==> config.mk <==
export PLATFORM = sky130hd
export DESIGN_NAME = twbfb_top
export DESIGN_NICKNAME = d
export VERILOG_FILES = /design/src/twbfb_pkg.sv /design/src/twbfb_sync.sv /design/src/twbfb_top.sv
export VERILOG_INCLUDE_DIRS = /design/src /design/src/src
export SDC_FILE = /design/constraint.sdc
export NUM_CORES = 1
export LEC_CHECK = 0
export BUFFER_PORTS_ARGS = -buffer_cell sky130_fd_sc_hd__buf_2
export CAP_MARGIN = 20
export CORE_MARGIN = 5
export CORE_UTILIZATION = 55
export DETAILED_ROUTE_END_ITERATION = 8
export PLACE_DENSITY = 0.78
export SYNTH_ARGS = -nofsm -noshare
export SYNTH_HDL_FRONTEND = slang
export SYNTH_SLANG_ARGS = --single-unit
==> constraint.sdc <==
create_clock -name clk -period 3.85 [get_ports clk]
set_input_delay 0.77 -clock clk [delete_from_list [all_inputs] [get_ports clk]]
set_output_delay 0.77 -clock clk [all_outputs]
set_load 0.01 [all_outputs]
==> src/twbfb_defs.svh <==
// Register offsets, field positions and timing counts of the two-wire flag block
`ifndef TWBFB_DEFS_SVH
`define TWBFB_DEFS_SVH

// ----------------------------------------------------------------
// Register byte offsets
// ----------------------------------------------------------------
`define TWBFB_OFS_CTRL 8'h00
`define TWBFB_OFS_STATUS 8'h04
`define TWBFB_OFS_MASK 8'h08
`define TWBFB_OFS_CMD 8'h0C
`define TWBFB_OFS_OWNADDR 8'h10
`define TWBFB_OFS_DATA 8'h14
`define TWBFB_OFS_SECOND_LO 8'h40
`define TWBFB_OFS_SECOND_HI 8'h5F

// ----------------------------------------------------------------
// Field positions
// ----------------------------------------------------------------
`define TWBFB_CTRL_EN 0
`define TWBFB_CTRL_TO_EN 1
`define TWBFB_CTRL_SDAH 4
`define TWBFB_ST_STOP_ADDRESS_IRQ_FLAG 0
`define TWBFB_ST_DIF 1
`define TWBFB_ST_COLL 2
`define TWBFB_ST_TOF 3
`define TWBFB_ST_HOLD 4
`define TWBFB_ST_BUSY 5
`define TWBFB_ST_RW 6
`define TWBFB_CMD_RESP 2'h3

// ----------------------------------------------------------------
// Timing
// ----------------------------------------------------------------
`define TWBFB_CLK_PERIOD_NS 4
`define TWBFB_TIMEOUT_NS 50000
`define TWBFB_TIMEOUT_CYC (`TWBFB_TIMEOUT_NS / `TWBFB_CLK_PERIOD_NS)
`define TWBFB_SDA_HOLD_NS 300
`define TWBFB_SDA_HOLD_CYC ((`TWBFB_SDA_HOLD_NS + `TWBFB_CLK_PERIOD_NS - 1) / `TWBFB_CLK_PERIOD_NS)

`endif

==> src/twbfb_pkg.sv <==
// Types of the two-wire flag block
`default_nettype none

package twbfb_pkg;
    typedef enum logic [2:0] {
        PH_IDLE = 3'h0,
        PH_ADDR = 3'h1,
        PH_RX = 3'h2,
        PH_ACK = 3'h3,
        PH_TX = 3'h4,
        PH_TXACK = 3'h5,
        PH_SKIP = 3'h6
    } twbfb_phase_type;

    typedef struct packed {
        logic awready;
        logic wready;
        logic bvalid;
        logic arready;
        logic rvalid;
        logic [31:0] rdata;
        logic aw_held;
        logic [7:0] awaddr;
        logic w_held;
        logic [31:0] wdata;
        logic [3:0] wstrb;
        logic ctrl_en;
        logic ctrl_to_en;
        logic ctrl_sdah;
        logic [6:0] own_addr;
        logic [3:0] mask;
        logic stop_address_irq_flag;
        logic slave_data_irq_flag;
        logic coll;
        logic tof;
        logic hold;
        logic dif_clr_pend;
        logic bus_busy;
        twbfb_phase_type phase;
        logic [3:0] bitcnt;
        logic [7:0] shreg;
        logic rw;
        logic mack;
        logic [7:0] rx_data;
        logic [7:0] tx_data;
        logic scl_prev;
        logic sda_prev;
        logic [15:0] to_cnt;
        logic [7:0] sh_cnt;
        logic sda_low_want;
        logic sda_oe_n;
        logic scl_oe_n;
        logic irq;
    } twbfb_state_type;
endpackage

`default_nettype wire

==> src/twbfb_sync.sv <==
// Two-stage synchroniser for pin inputs
`default_nettype none

module twbfb_sync #(
    parameter int WIDTH = 2,
    parameter logic [WIDTH-1:0] RESET_VAL = '1
) (
    input wire logic clk,
    input wire logic rst,
    input wire logic [WIDTH-1:0] din,
    output logic [WIDTH-1:0] dout
);
    logic [1:0][WIDTH-1:0] stage_q;

    always_ff @(posedge clk) begin
        if (rst) begin
            stage_q <= {RESET_VAL, RESET_VAL};
        end else begin
            stage_q <= {stage_q[0], din};
        end
    end

    assign dout = stage_q[1];
endmodule // twbfb_sync

`default_nettype wire

==> src/twbfb_top.sv <==
// Two-wire slave flag logic with AXI4-Lite register access
// Summary of operation
// - A fresh START clears the transmit collision flag, a repeated START leaves it as it was.
// - A stop/address flag clear that meets a hardware set loses; against an address-match set SCL also stays held.
// - A bus timeout in the same cycle as a START drops the transaction that START began.
// - The response command 0b11 clears the data flag one cycle later, so the next read still sees it.
// - Accesses to the absent second instance are ignored like a reserved address.
// - The SDA hold option is a single bit and its upper bit neither stores nor reads.
//
// Design decisions made here: the placing of the registers and the AXI4-Lite interface to the registers.
`include "twbfb_defs.svh"
`default_nettype none

module twbfb_top #(
    parameter logic [15:0] TIMEOUT_CYCLES = 16'(`TWBFB_TIMEOUT_CYC)
) (
    input wire logic clk,
    input wire logic rst,
    input wire logic [7:0] s_axil_awaddr,
    input wire logic s_axil_awvalid,
    output logic s_axil_awready,
    input wire logic [31:0] s_axil_wdata,
    input wire logic [3:0] s_axil_wstrb,
    input wire logic s_axil_wvalid,
    output logic s_axil_wready,
    output logic [1:0] s_axil_bresp,
    output logic s_axil_bvalid,
    input wire logic s_axil_bready,
    input wire logic [7:0] s_axil_araddr,
    input wire logic s_axil_arvalid,
    output logic s_axil_arready,
    output logic [31:0] s_axil_rdata,
    output logic [1:0] s_axil_rresp,
    output logic s_axil_rvalid,
    input wire logic s_axil_rready,
    input wire logic scl_i,
    output logic scl_o,
    output logic scl_oe_n,
    input wire logic sda_i,
    output logic sda_o,
    output logic sda_oe_n,
    output logic irq
);
    localparam logic [7:0] SDA_HOLD_CYC = 8'(`TWBFB_SDA_HOLD_CYC);

    twbfb_pkg::twbfb_state_type st_q, st_d;
    logic [1:0] pins;
    logic scl, sda, scl_rise, scl_fall, start_det, stop_det, to_fire, wr_go, second_hit, resp_cmd;
    logic stop_address_irq_flag_set, stop_address_irq_flag_clr, dif_set, dif_clr, coll_set, coll_clr_sw, coll_clr_hw, tof_set, tof_clr;

    // ----------------------------------------------------------------
    // Pin synchronisers
    // ----------------------------------------------------------------
    twbfb_sync #(.WIDTH(2), .RESET_VAL(2'h3)) u_sync (
        .clk(clk),
        .rst(rst),
        .din({sda_i, scl_i}),
        .dout(pins)
    );

    // ----------------------------------------------------------------
    // Next state
    // ----------------------------------------------------------------
    always_comb begin
        st_d = st_q;
        scl = pins[0];
        sda = pins[1];
        scl_rise = scl & ~st_q.scl_prev;
        scl_fall = ~scl & st_q.scl_prev;
        start_det = st_q.scl_prev & scl & st_q.sda_prev & ~sda;
        stop_det = st_q.scl_prev & scl & ~st_q.sda_prev & sda;
        to_fire = st_q.ctrl_to_en & st_q.bus_busy & (st_q.to_cnt == TIMEOUT_CYCLES - 16'h0001);
        wr_go = st_q.aw_held & st_q.w_held & ~st_q.bvalid;
        second_hit = wr_go & (st_q.awaddr >= `TWBFB_OFS_SECOND_LO) & (st_q.awaddr <= `TWBFB_OFS_SECOND_HI);
        resp_cmd = 1'h0;
        stop_address_irq_flag_set = 1'h0;
        stop_address_irq_flag_clr = 1'h0;
        dif_set = 1'h0;
        dif_clr = 1'h0;
        coll_set = 1'h0;
        coll_clr_sw = 1'h0;
        coll_clr_hw = 1'h0;
        tof_set = 1'h0;
        tof_clr = 1'h0;
        st_d.scl_prev = scl;
        st_d.sda_prev = sda;

        // Bus slave: write side
        if (s_axil_awvalid && st_q.awready) begin
            st_d.aw_held = 1'h1;
            st_d.awaddr = s_axil_awaddr;
        end
        if (s_axil_wvalid && st_q.wready) begin
            st_d.w_held = 1'h1;
            st_d.wdata = s_axil_wdata;
            st_d.wstrb = s_axil_wstrb;
        end
        if (st_q.bvalid && s_axil_bready) begin
            st_d.bvalid = 1'h0;
        end
        if (wr_go) begin
            st_d.bvalid = 1'h1;
            st_d.aw_held = 1'h0;
            st_d.w_held = 1'h0;
            if (second_hit || !st_q.wstrb[0]) begin
                // Absent instance and unmapped lanes: accepted, nothing stored
                st_d.bvalid = 1'h1;
            end else begin
                case (st_q.awaddr)
                    `TWBFB_OFS_CTRL: begin
                        st_d.ctrl_en = st_q.wdata[`TWBFB_CTRL_EN];
                        st_d.ctrl_to_en = st_q.wdata[`TWBFB_CTRL_TO_EN];
                        st_d.ctrl_sdah = st_q.wdata[`TWBFB_CTRL_SDAH];
                    end
                    `TWBFB_OFS_STATUS: begin
                        stop_address_irq_flag_clr = st_q.wdata[`TWBFB_ST_STOP_ADDRESS_IRQ_FLAG];
                        dif_clr = st_q.wdata[`TWBFB_ST_DIF];
                        coll_clr_sw = st_q.wdata[`TWBFB_ST_COLL];
                        tof_clr = st_q.wdata[`TWBFB_ST_TOF];
                    end
                    `TWBFB_OFS_MASK: st_d.mask = st_q.wdata[3:0];
                    `TWBFB_OFS_CMD: resp_cmd = (st_q.wdata[1:0] == `TWBFB_CMD_RESP);
                    `TWBFB_OFS_OWNADDR: st_d.own_addr = st_q.wdata[6:0];
                    `TWBFB_OFS_DATA: st_d.tx_data = st_q.wdata[7:0];
                    default: st_d.bvalid = 1'h1;
                endcase
            end
        end
        // Software release of the clock hold; a hardware set below overrides it
        if ((stop_address_irq_flag_clr && st_q.stop_address_irq_flag) || resp_cmd) begin
            st_d.hold = 1'h0;
        end

        // Bus slave: read side
        if (st_q.rvalid && s_axil_rready) begin
            st_d.rvalid = 1'h0;
        end
        if (s_axil_arvalid && st_q.arready) begin
            st_d.rvalid = 1'h1;
            case (s_axil_araddr)
                `TWBFB_OFS_CTRL: st_d.rdata = {27'h0, st_q.ctrl_sdah, 2'h0, st_q.ctrl_to_en, st_q.ctrl_en};
                `TWBFB_OFS_STATUS: st_d.rdata = {25'h0, st_q.rw, st_q.bus_busy, st_q.hold,
                                                 st_q.tof, st_q.coll, st_q.slave_data_irq_flag, st_q.stop_address_irq_flag};
                `TWBFB_OFS_MASK: st_d.rdata = {28'h0, st_q.mask};
                `TWBFB_OFS_OWNADDR: st_d.rdata = {25'h0, st_q.own_addr};
                `TWBFB_OFS_DATA: st_d.rdata = {24'h0, st_q.rx_data};
                default: st_d.rdata = 32'h0;
            endcase
        end

        // Bus timeout counter
        if (!st_q.bus_busy || scl_rise || scl_fall || to_fire) begin
            st_d.to_cnt = 16'h0;
        end else begin
            st_d.to_cnt = st_q.to_cnt + 16'h0001;
        end

        // Bit engine
        if (to_fire) begin
            // A START seen together with the timeout is dropped here
            tof_set = 1'h1;
            st_d.bus_busy = 1'h0;
            st_d.phase = twbfb_pkg::PH_IDLE;
            st_d.hold = 1'h0;
            st_d.sda_low_want = 1'h0;
        end else if (stop_det) begin
            stop_address_irq_flag_set = st_q.phase != twbfb_pkg::PH_SKIP && st_q.phase != twbfb_pkg::PH_IDLE;
            st_d.bus_busy = 1'h0;
            st_d.phase = twbfb_pkg::PH_IDLE;
            st_d.sda_low_want = 1'h0;
        end else if (start_det) begin
            coll_clr_hw = ~st_q.bus_busy;
            st_d.bus_busy = 1'h1;
            st_d.phase = twbfb_pkg::PH_ADDR;
            st_d.bitcnt = 4'h0;
            st_d.hold = 1'h0;
            st_d.sda_low_want = 1'h0;
        end else begin
            case (st_q.phase)
                twbfb_pkg::PH_ADDR, twbfb_pkg::PH_RX: begin
                    if (scl_rise) begin
                        st_d.shreg = {st_q.shreg[6:0], sda};
                        st_d.bitcnt = st_q.bitcnt + 4'h1;
                    end
                    if (scl_fall && st_q.bitcnt == 4'h8) begin
                        st_d.bitcnt = 4'h0;
                        if (st_q.phase == twbfb_pkg::PH_RX) begin
                            st_d.rx_data = st_q.shreg;
                            dif_set = 1'h1;
                            st_d.hold = 1'h1;
                            st_d.sda_low_want = 1'h1;
                            st_d.phase = twbfb_pkg::PH_ACK;
                        end else if (st_q.ctrl_en && st_q.shreg[7:1] == st_q.own_addr) begin
                            stop_address_irq_flag_set = 1'h1;
                            st_d.rw = st_q.shreg[0];
                            st_d.hold = 1'h1;
                            st_d.sda_low_want = 1'h1;
                            st_d.phase = twbfb_pkg::PH_ACK;
                        end else begin
                            st_d.phase = twbfb_pkg::PH_SKIP;
                        end
                    end
                end
                twbfb_pkg::PH_ACK: begin
                    if (scl_fall) begin
                        st_d.bitcnt = 4'h0;
                        if (st_q.rw) begin
                            st_d.shreg = st_q.tx_data;
                            st_d.sda_low_want = ~st_q.tx_data[7];
                            st_d.phase = twbfb_pkg::PH_TX;
                        end else begin
                            st_d.sda_low_want = 1'h0;
                            st_d.phase = twbfb_pkg::PH_RX;
                        end
                    end
                end
                twbfb_pkg::PH_TX: begin
                    if (scl_rise) begin
                        coll_set = ~st_q.sda_low_want & st_q.sda_oe_n & ~sda;
                        st_d.bitcnt = st_q.bitcnt + 4'h1;
                    end
                    if (scl_fall) begin
                        if (st_q.bitcnt == 4'h8) begin
                            st_d.sda_low_want = 1'h0;
                            st_d.phase = twbfb_pkg::PH_TXACK;
                        end else begin
                            st_d.shreg = {st_q.shreg[6:0], 1'h0};
                            st_d.sda_low_want = ~st_q.shreg[6];
                        end
                    end
                end
                twbfb_pkg::PH_TXACK: begin
                    if (scl_rise) begin
                        st_d.mack = ~sda;
                    end
                    if (scl_fall) begin
                        if (st_q.mack) begin
                            dif_set = 1'h1;
                            st_d.hold = 1'h1;
                            st_d.phase = twbfb_pkg::PH_ACK;
                        end else begin
                            st_d.phase = twbfb_pkg::PH_SKIP;
                        end
                    end
                end
                twbfb_pkg::PH_IDLE, twbfb_pkg::PH_SKIP: st_d.phase = st_q.phase;
                default: st_d.phase = twbfb_pkg::PH_IDLE;
            endcase
        end

        // Sticky flags: a hardware set wins over any clear
        st_d.stop_address_irq_flag = stop_address_irq_flag_set | (st_q.stop_address_irq_flag & ~stop_address_irq_flag_clr);
        st_d.coll = coll_set | (st_q.coll & ~(coll_clr_sw | coll_clr_hw));
        st_d.dif_clr_pend = resp_cmd;
        st_d.slave_data_irq_flag = dif_set | (st_q.slave_data_irq_flag & ~(dif_clr | st_q.dif_clr_pend));
        st_d.tof = tof_set | (st_q.tof & ~tof_clr);

        // SDA hold delay after SCL falls
        if (scl_fall) begin
            st_d.sh_cnt = 8'h0;
        end else if (st_q.sh_cnt != SDA_HOLD_CYC) begin
            st_d.sh_cnt = st_q.sh_cnt + 8'h01;
        end
        if (!st_q.ctrl_sdah || st_d.sh_cnt == SDA_HOLD_CYC) begin
            st_d.sda_oe_n = ~st_d.sda_low_want;
        end
        st_d.scl_oe_n = ~st_d.hold;
        st_d.irq = |({st_d.tof, st_d.coll, st_d.slave_data_irq_flag, st_d.stop_address_irq_flag} & st_d.mask);
        st_d.awready = ~st_d.aw_held & ~st_d.bvalid;
        st_d.wready = ~st_d.w_held & ~st_d.bvalid;
        st_d.arready = ~st_d.rvalid;
    end

    // ----------------------------------------------------------------
    // State register
    // ----------------------------------------------------------------
    always_ff @(posedge clk) begin
        if (rst) begin
            st_q <= '0;
            st_q.scl_prev <= 1'h1;
            st_q.sda_prev <= 1'h1;
            st_q.sda_oe_n <= 1'h1;
            st_q.scl_oe_n <= 1'h1;
        end else begin
            st_q <= st_d;
        end
    end

    assign s_axil_awready = st_q.awready;
    assign s_axil_wready = st_q.wready;
    assign s_axil_bvalid = st_q.bvalid;
    assign s_axil_bresp = st_q.rdata[31:30] & 2'h0;
    assign s_axil_arready = st_q.arready;
    assign s_axil_rvalid = st_q.rvalid;
    assign s_axil_rdata = st_q.rdata;
    assign s_axil_rresp = st_q.rdata[31:30] & 2'h0;
    assign scl_o = st_q.shreg[0] & 1'h0;
    assign sda_o = st_q.shreg[0] & 1'h0;
    assign scl_oe_n = st_q.scl_oe_n;
    assign sda_oe_n = st_q.sda_oe_n;
    assign irq = st_q.irq;
endmodule // twbfb_top

`default_nettype wire

==> Word level (Yosys, flattened, before mapping) <==
Cells that the tools add are included.
{ "totals": {"register_bits": 171, "wordCells": 268, "input_bits": 61, "out_inout_bits": 46} }
{ "op_classes": {"bitwise_logic": 53, "add_sub_neg": 3, "reduce_logical": 40, "eq_ne": 38, "mux": 91, "order_cmp": 2} }
{ "op_table": {"columns": ["op", "n"], "rows": [
  ["two-way mux 1 bit", 62],
  ["two-way mux 8 bit", 5],
  ["one-hot mux 8 bit (5 select lines)", 1],
  ["two-way mux 37 bit", 1],
  ["one-hot mux 12 bit (3 select lines)", 1],
  ["two-way mux 33 bit", 1],
  ["== test 8 x 5 -> 1 bit (second input constant)", 4],
  ["NOT 1 bit", 25],
  ["== test 8 x 4 -> 1 bit (second input constant)", 3],
  ["AND reduction 6 bit", 4],
  ["bitwise AND 1 bit", 21],
  ["two-way mux 3 bit", 7],
  ["inequality test 3 bit (second input constant)", 7],
  ["inequality test 2 bit (second input constant)", 9],
  ["adder 16 x 1 -> 16 bit (second input constant)", 1],
  ["== test 16 x 14 -> 1 bit (second input constant)", 1],
  ["== test 8 x 3 -> 1 bit (second input constant)", 2],
  ["logical NOT 8 bit", 2],
  ["two-way mux 4 bit", 4],
  ["two-way mux 15 bit", 1],
  ["one-hot mux 3 bit (5 select lines)", 1],
  ["two-way mux 12 bit", 1],
  ["== test 3 bit (second input constant)", 3],
  ["logical AND 1 bit", 9],
  ["31 further kinds", 51]
]} }

==> Logic depth before layout (Yosys ltp) <==
{ "logic_depth": {"depth_word": 18, "ltp_mapped": 9} }

==> Modules after synthesis <==
Synthesis repeated with hierarchy kept, for this count alone.
{ "unflattened": {"hier_cells": 670, "hier_area_um2": 5801.8} }
{ "modules_own_cells": {"columns": ["mod", "n_inst", "cells_each", "area_per_inst_um2"], "rows": [
  ["twbfb_top", 1, 660, 5681.7],
  ["twbfb_sync", 1, 10, 120.1]
]} }

==> Worst setup path after synthesis <==
Ideal clock, no wire load.
{ "synth_path": {"path_type": "reg-to-reg", "startpoint": "register st_q[8] (netlist bit)", "endpoint": "register, netlist name sda_oe_n", "stages_incl_launch_ff": 7, "setup_time_ns": 0.072, "path_buffers": 0, "arrival_time_ns": 2.131, "t_required_ns": 3.778, "synth_period_minus_slack_ns": 2.203, "path_slack_ns": 1.647, "cell_sequence": "dfxtp_1 or4b_1 nor3_2 mux2i_1 nand4_1 o41ai_1 mux2i_1"} }
{ "synth_between": {"elab_chain_len": 5} }
{ "synth_rtl": {"columns": ["item", "line", "text"], "rows": [
  ["from (decl)", "twbfb_top.sv:46", "twbfb_pkg::twbfb_state_type st_q, st_d;"],
  ["from (signal assigned)", "twbfb_top.sv:285", "st_q <= st_d;"],
  ["adder 8 x 1 -> 8 bit or inequality test 8 x 7 -> 1 bit (tied branches)", "twbfb_top.sv:262, twbfb_top.sv:261", null],
  ["two-way mux 8 bit (*)", "twbfb_top.sv:261", "end else if (st_q.sh_cnt != SDA_HOLD_CYC) begin"],
  ["two-way mux 8 bit (*)", "twbfb_top.sv:259", "if (scl_fall) begin"],
  ["== test 8 x 7 -> 1 bit (*)", "twbfb_top.sv:264", "if (!st_q.ctrl_sdah || st_d.sh_cnt == SDA_HOLD_CYC) begin"],
  ["logical OR 1 bit (*)", "twbfb_top.sv:264", null]
]} }
Mark *: on every way between the ends. The rest lies on a longest branch, timed or not.
A chain may end at the register's enable or synchronous reset.

==> Final worst setup path <==
{ "layout_path": {"startpoint": "register st_q[62] (netlist bit)", "endpoint": "register st_q[51] (netlist bit)"} }
{ "layout_between": {"elab_chain_len": 4} }
{ "layout_rtl": {"columns": ["item", "line", "text"], "rows": [
  ["== test 3 x 2 -> 1 bit or == test 3 x 1 -> 1 bit (tied branches)", "twbfb_top.sv:179", "case (st_q.phase)"],
  ["OR reduction 2 bit", "twbfb_top.sv:179", null],
  ["inequality test 2 bit (no source line) or nonzero test 3 bit (tied branches)", null, null],
  ["AND reduction 9 bit (no source line)", null, null]
]} }
Several ways; a longest one is shown, not always the timed one.

==> metrics <==
worst r2r src st_q[62]; top cells by area, synth dfxtp_1 (41%), mux2i_1 (6.9%), nor2_1 (5.7%); fin crit period 2.77 ns; post-DP HPWL 9620 um; Post-CTS Hold Fix Bufs 0; Initial Util 56.3%; share of cells above drive strength 1 14.3%; first-pass GRT wire length 22,400 um; Max-cap violations 0; Post-synth EDFFs 0; Main synth FF type dfxtp_1; Critical Path Max Stage Delay 0.87 ns; row count 37; initial antenna violation count 0; Hold Crit Class flip-flop to flip-flop; setup ws final 1.08 ns; Max Slew Vio Count 0; clk root buf clkbuf_8; Synth top area share 41.3%; DR pass1 iterations 5; CTS buffer count 17; area of the multi-input gates 3060 sq um; WS Path Type flip-flop to flip-flop; outcome complete, no violations; routed via count 4,930; Slew HR 43.3%; Peak VDD IR 419 uV; number of diodes 0; Die X 113 um; Post-Route WL 13,600 um; fin nets 781; family with the most delay on the worst path compound AO/OA/AOI/OAI gates; gr ovfl total 0; worst reg2reg path endpoint st_q[51]; Final Setup Violations 0; # DRC 0; Pwr Density 475 nW/um^2; DR iter-0 viols 497; vias in the first global route 4,630; # IOs 107; Netlist cell types 67; GPL Wtd Cong 0.923; cts repair resizes 0; H-tree lvl count 4; Filler cells 862; Data arrival, critical path 3.22 ns; crit path cell chain nor3b_2, nand3_1, a2111oi_4, nor2_1, a311oi_1; RSZ-0062 raised after global routing false; gr usage total 21.8%; Post-Syn Instances 688; CTS tree yes; final instance area 6560 sq um; reg2reg path depth 5; FMAX 361 MHz; hold path startpoint u_sync.stage_q[1]; Final period util 72.0%; post-CTS setup repair buffer count 0; Power Total 3.12 mW; DP Worst Slack 1.15 ns; Yosys reg bits 120; Die Span Y 113 um; Seq. cell area 2400 sq um; sequential share of the synthesized area 41.3%; Worst-Skew Late Latency 0.54 ns; Mapped Area 5820 sq um; final hold violation count 0; Crit path required time 4.29 ns; die area 12,700 sq um; fin cells 865; Buffers & Inverters on Critical Path 0; CP Max Fanout 26; Post-DRT Antenna Nets 0; Syn Area/Cell 8.45 sq um; Final Skew 0.00621 ns; Hold EP u_sync.dout[1]; flop2flop setup slack 1.08 ns; CP Launch Type flip-flop; I/O Buffers 49; Synth area leader dfxtp_1; DR vias/cell 5.70; largest net degree at the start of global routing 40; asr flop ratio synth 0%; CP max-delay cell dfxtp_1; clk buf depth 2; Worst-Margin Slew 0.850 ns; area delta synth->final 12.8%; P_leak 2.60 nW; Setup crit start st_q[62]; WHS Path Cells 1; Clock transition at path regs 0.06 ns; Clock Sinks 120; setup TNS 0 ns; dpl cells 833; Core ar. 10,300 sq um; Worst setup EP type flip-flop; Yosys warnings 0; placed instance area 5930 sq um; routed length per placed instance 15.8 um
layer usage:
metal / part of all wire, % / track usage (%) / wire length, um / vias to the layer above
met3: 6.5 / 5.83 / 890 / 25
met5: 0 / 0 / 0 / -
met4: 1.9 / 8.09 / 261 / 0
li1: - / - / - / 2407
met2: 48 / 35.3 / 6560 / 179
met1: 43 / 28.0 / 5920 / 2319
worst register-to-register path, stage by stage, from the launching register on:
cell and delay (ns):
dfxtp_1 0.87, nor3b_2 0.43, nand3_1 0.20, a2111oi_4 0.83, nor2_1 0.09, a311oi_1 0.27
synthesized netlist by cell type, types with 13 or more instances:
library cell and number:
clkbuf_1 20, nor2_1 89, nor2b_1 13, o21ai_0 27
a21oi_1 35, xor2_1 21, nor3_1 18, nand2_1 77
nand3_1 27, mux2i_1 40, dfxtp_1 120, buf_4 39
sequential cells by signal (all words and copies together) (netlist names):
name	count
s_axil_awready	1
irq	1
s_axil_wready	1
s_axil_rvalid	1
scl_oe_n	1
u_sync.stage_q	2
u_sync.dout	2
s_axil_arready	1
s_axil_bvalid	1
s_axil_rdata	8
st_q	100
sda_oe_n	1
power by group:
part / total (mW) / leakage (nW) / internal [mW] / switching (mW)
Combinational: 0.136 / 1.32 / 0.0475 / 0.0886
Sequential: 1.29 / 0.972 / 1.26 / 0.0243
Clock: 1.69 / 0.311 / 1.07 / 0.622
logic make-up after synthesis:
logic type / synth area share (%)
AO/OA/AOI/OAI: 12.7
XOR/XNOR: 4.52
adder cells (fa/ha/maj): 0.860
buffers and inverters: 7.89
flip-flops: 41.3
multiplexers: 7.27
other: 0.0645
AND/OR/NAND/NOR: 25.4
cells in the final DEF, fill, tap and decap left out, types with 3 or more instances in the layout:
master	n
clkinv_4	5
nor2b_1	13
a22oi_1	7
dfxtp_1	120
and2_1	5
nor4_1	10
or3_1	4
nand3b_1	3
a311oi_1	8
clkbuf_16	16
mux2i_1	40
or4_1	3
conb_1	30
and3b_1	3
inv_6	3
nor3_1	18
inv_1	7
nand2b_1	4
nor3b_2	3
nand2_1	77
xor2_1	21
nand3_1	27
ha_1	4
a31oi_1	4
or2_2	8
and3_1	9
o21ai_0	27
o21ai_1	3
bufinv_16	4
a21oi_1	35
buf_2	49
o22ai_1	4
xnor2_1	9
nor2_1	89
buf_4	3
nand4_1	8
a21o_1	4
worst max path at each step:
stage / end / slack, ns / cells after the start
6_report: st_q[51] / 1.08 / 5
4_1_cts: st_q[51] / 1.13 / 5
2_1_floorplan: sda_oe_n / 1.65 / 6
3_3_place_gp: st_q[49] / 1.22 / 5
3_5_place_dp: st_q[50] / 1.15 / 5
5_1_grt: st_q[49] / 0.81 / 5
per-stage QoR:
| stage | hold slack (ns) | util (%) |
|---|---|---|
| after floorplan | 0.389 | - |
| after global placement | 0.395 | 57.4 |
| after detailed placement | 0.395 | 57.4 |
| after CTS | 0.390 | 63.6 |
| after global routing | 0.404 | 63.6 |
| final | 0.410 | 63.6 |
layout make-up:
class                           instances  area share, %
Tap cell                              136           2.59
Timing Repair Buffer                   52           4.08
Clock buffer                           17           6.31
Sequential cell                       120           36.6
Clock inverter                         15           3.32
Multi-Input combinational cell        518           46.7
Inverter                                7          0.400
Note: power is estimated with default switching activity, not from simulation.
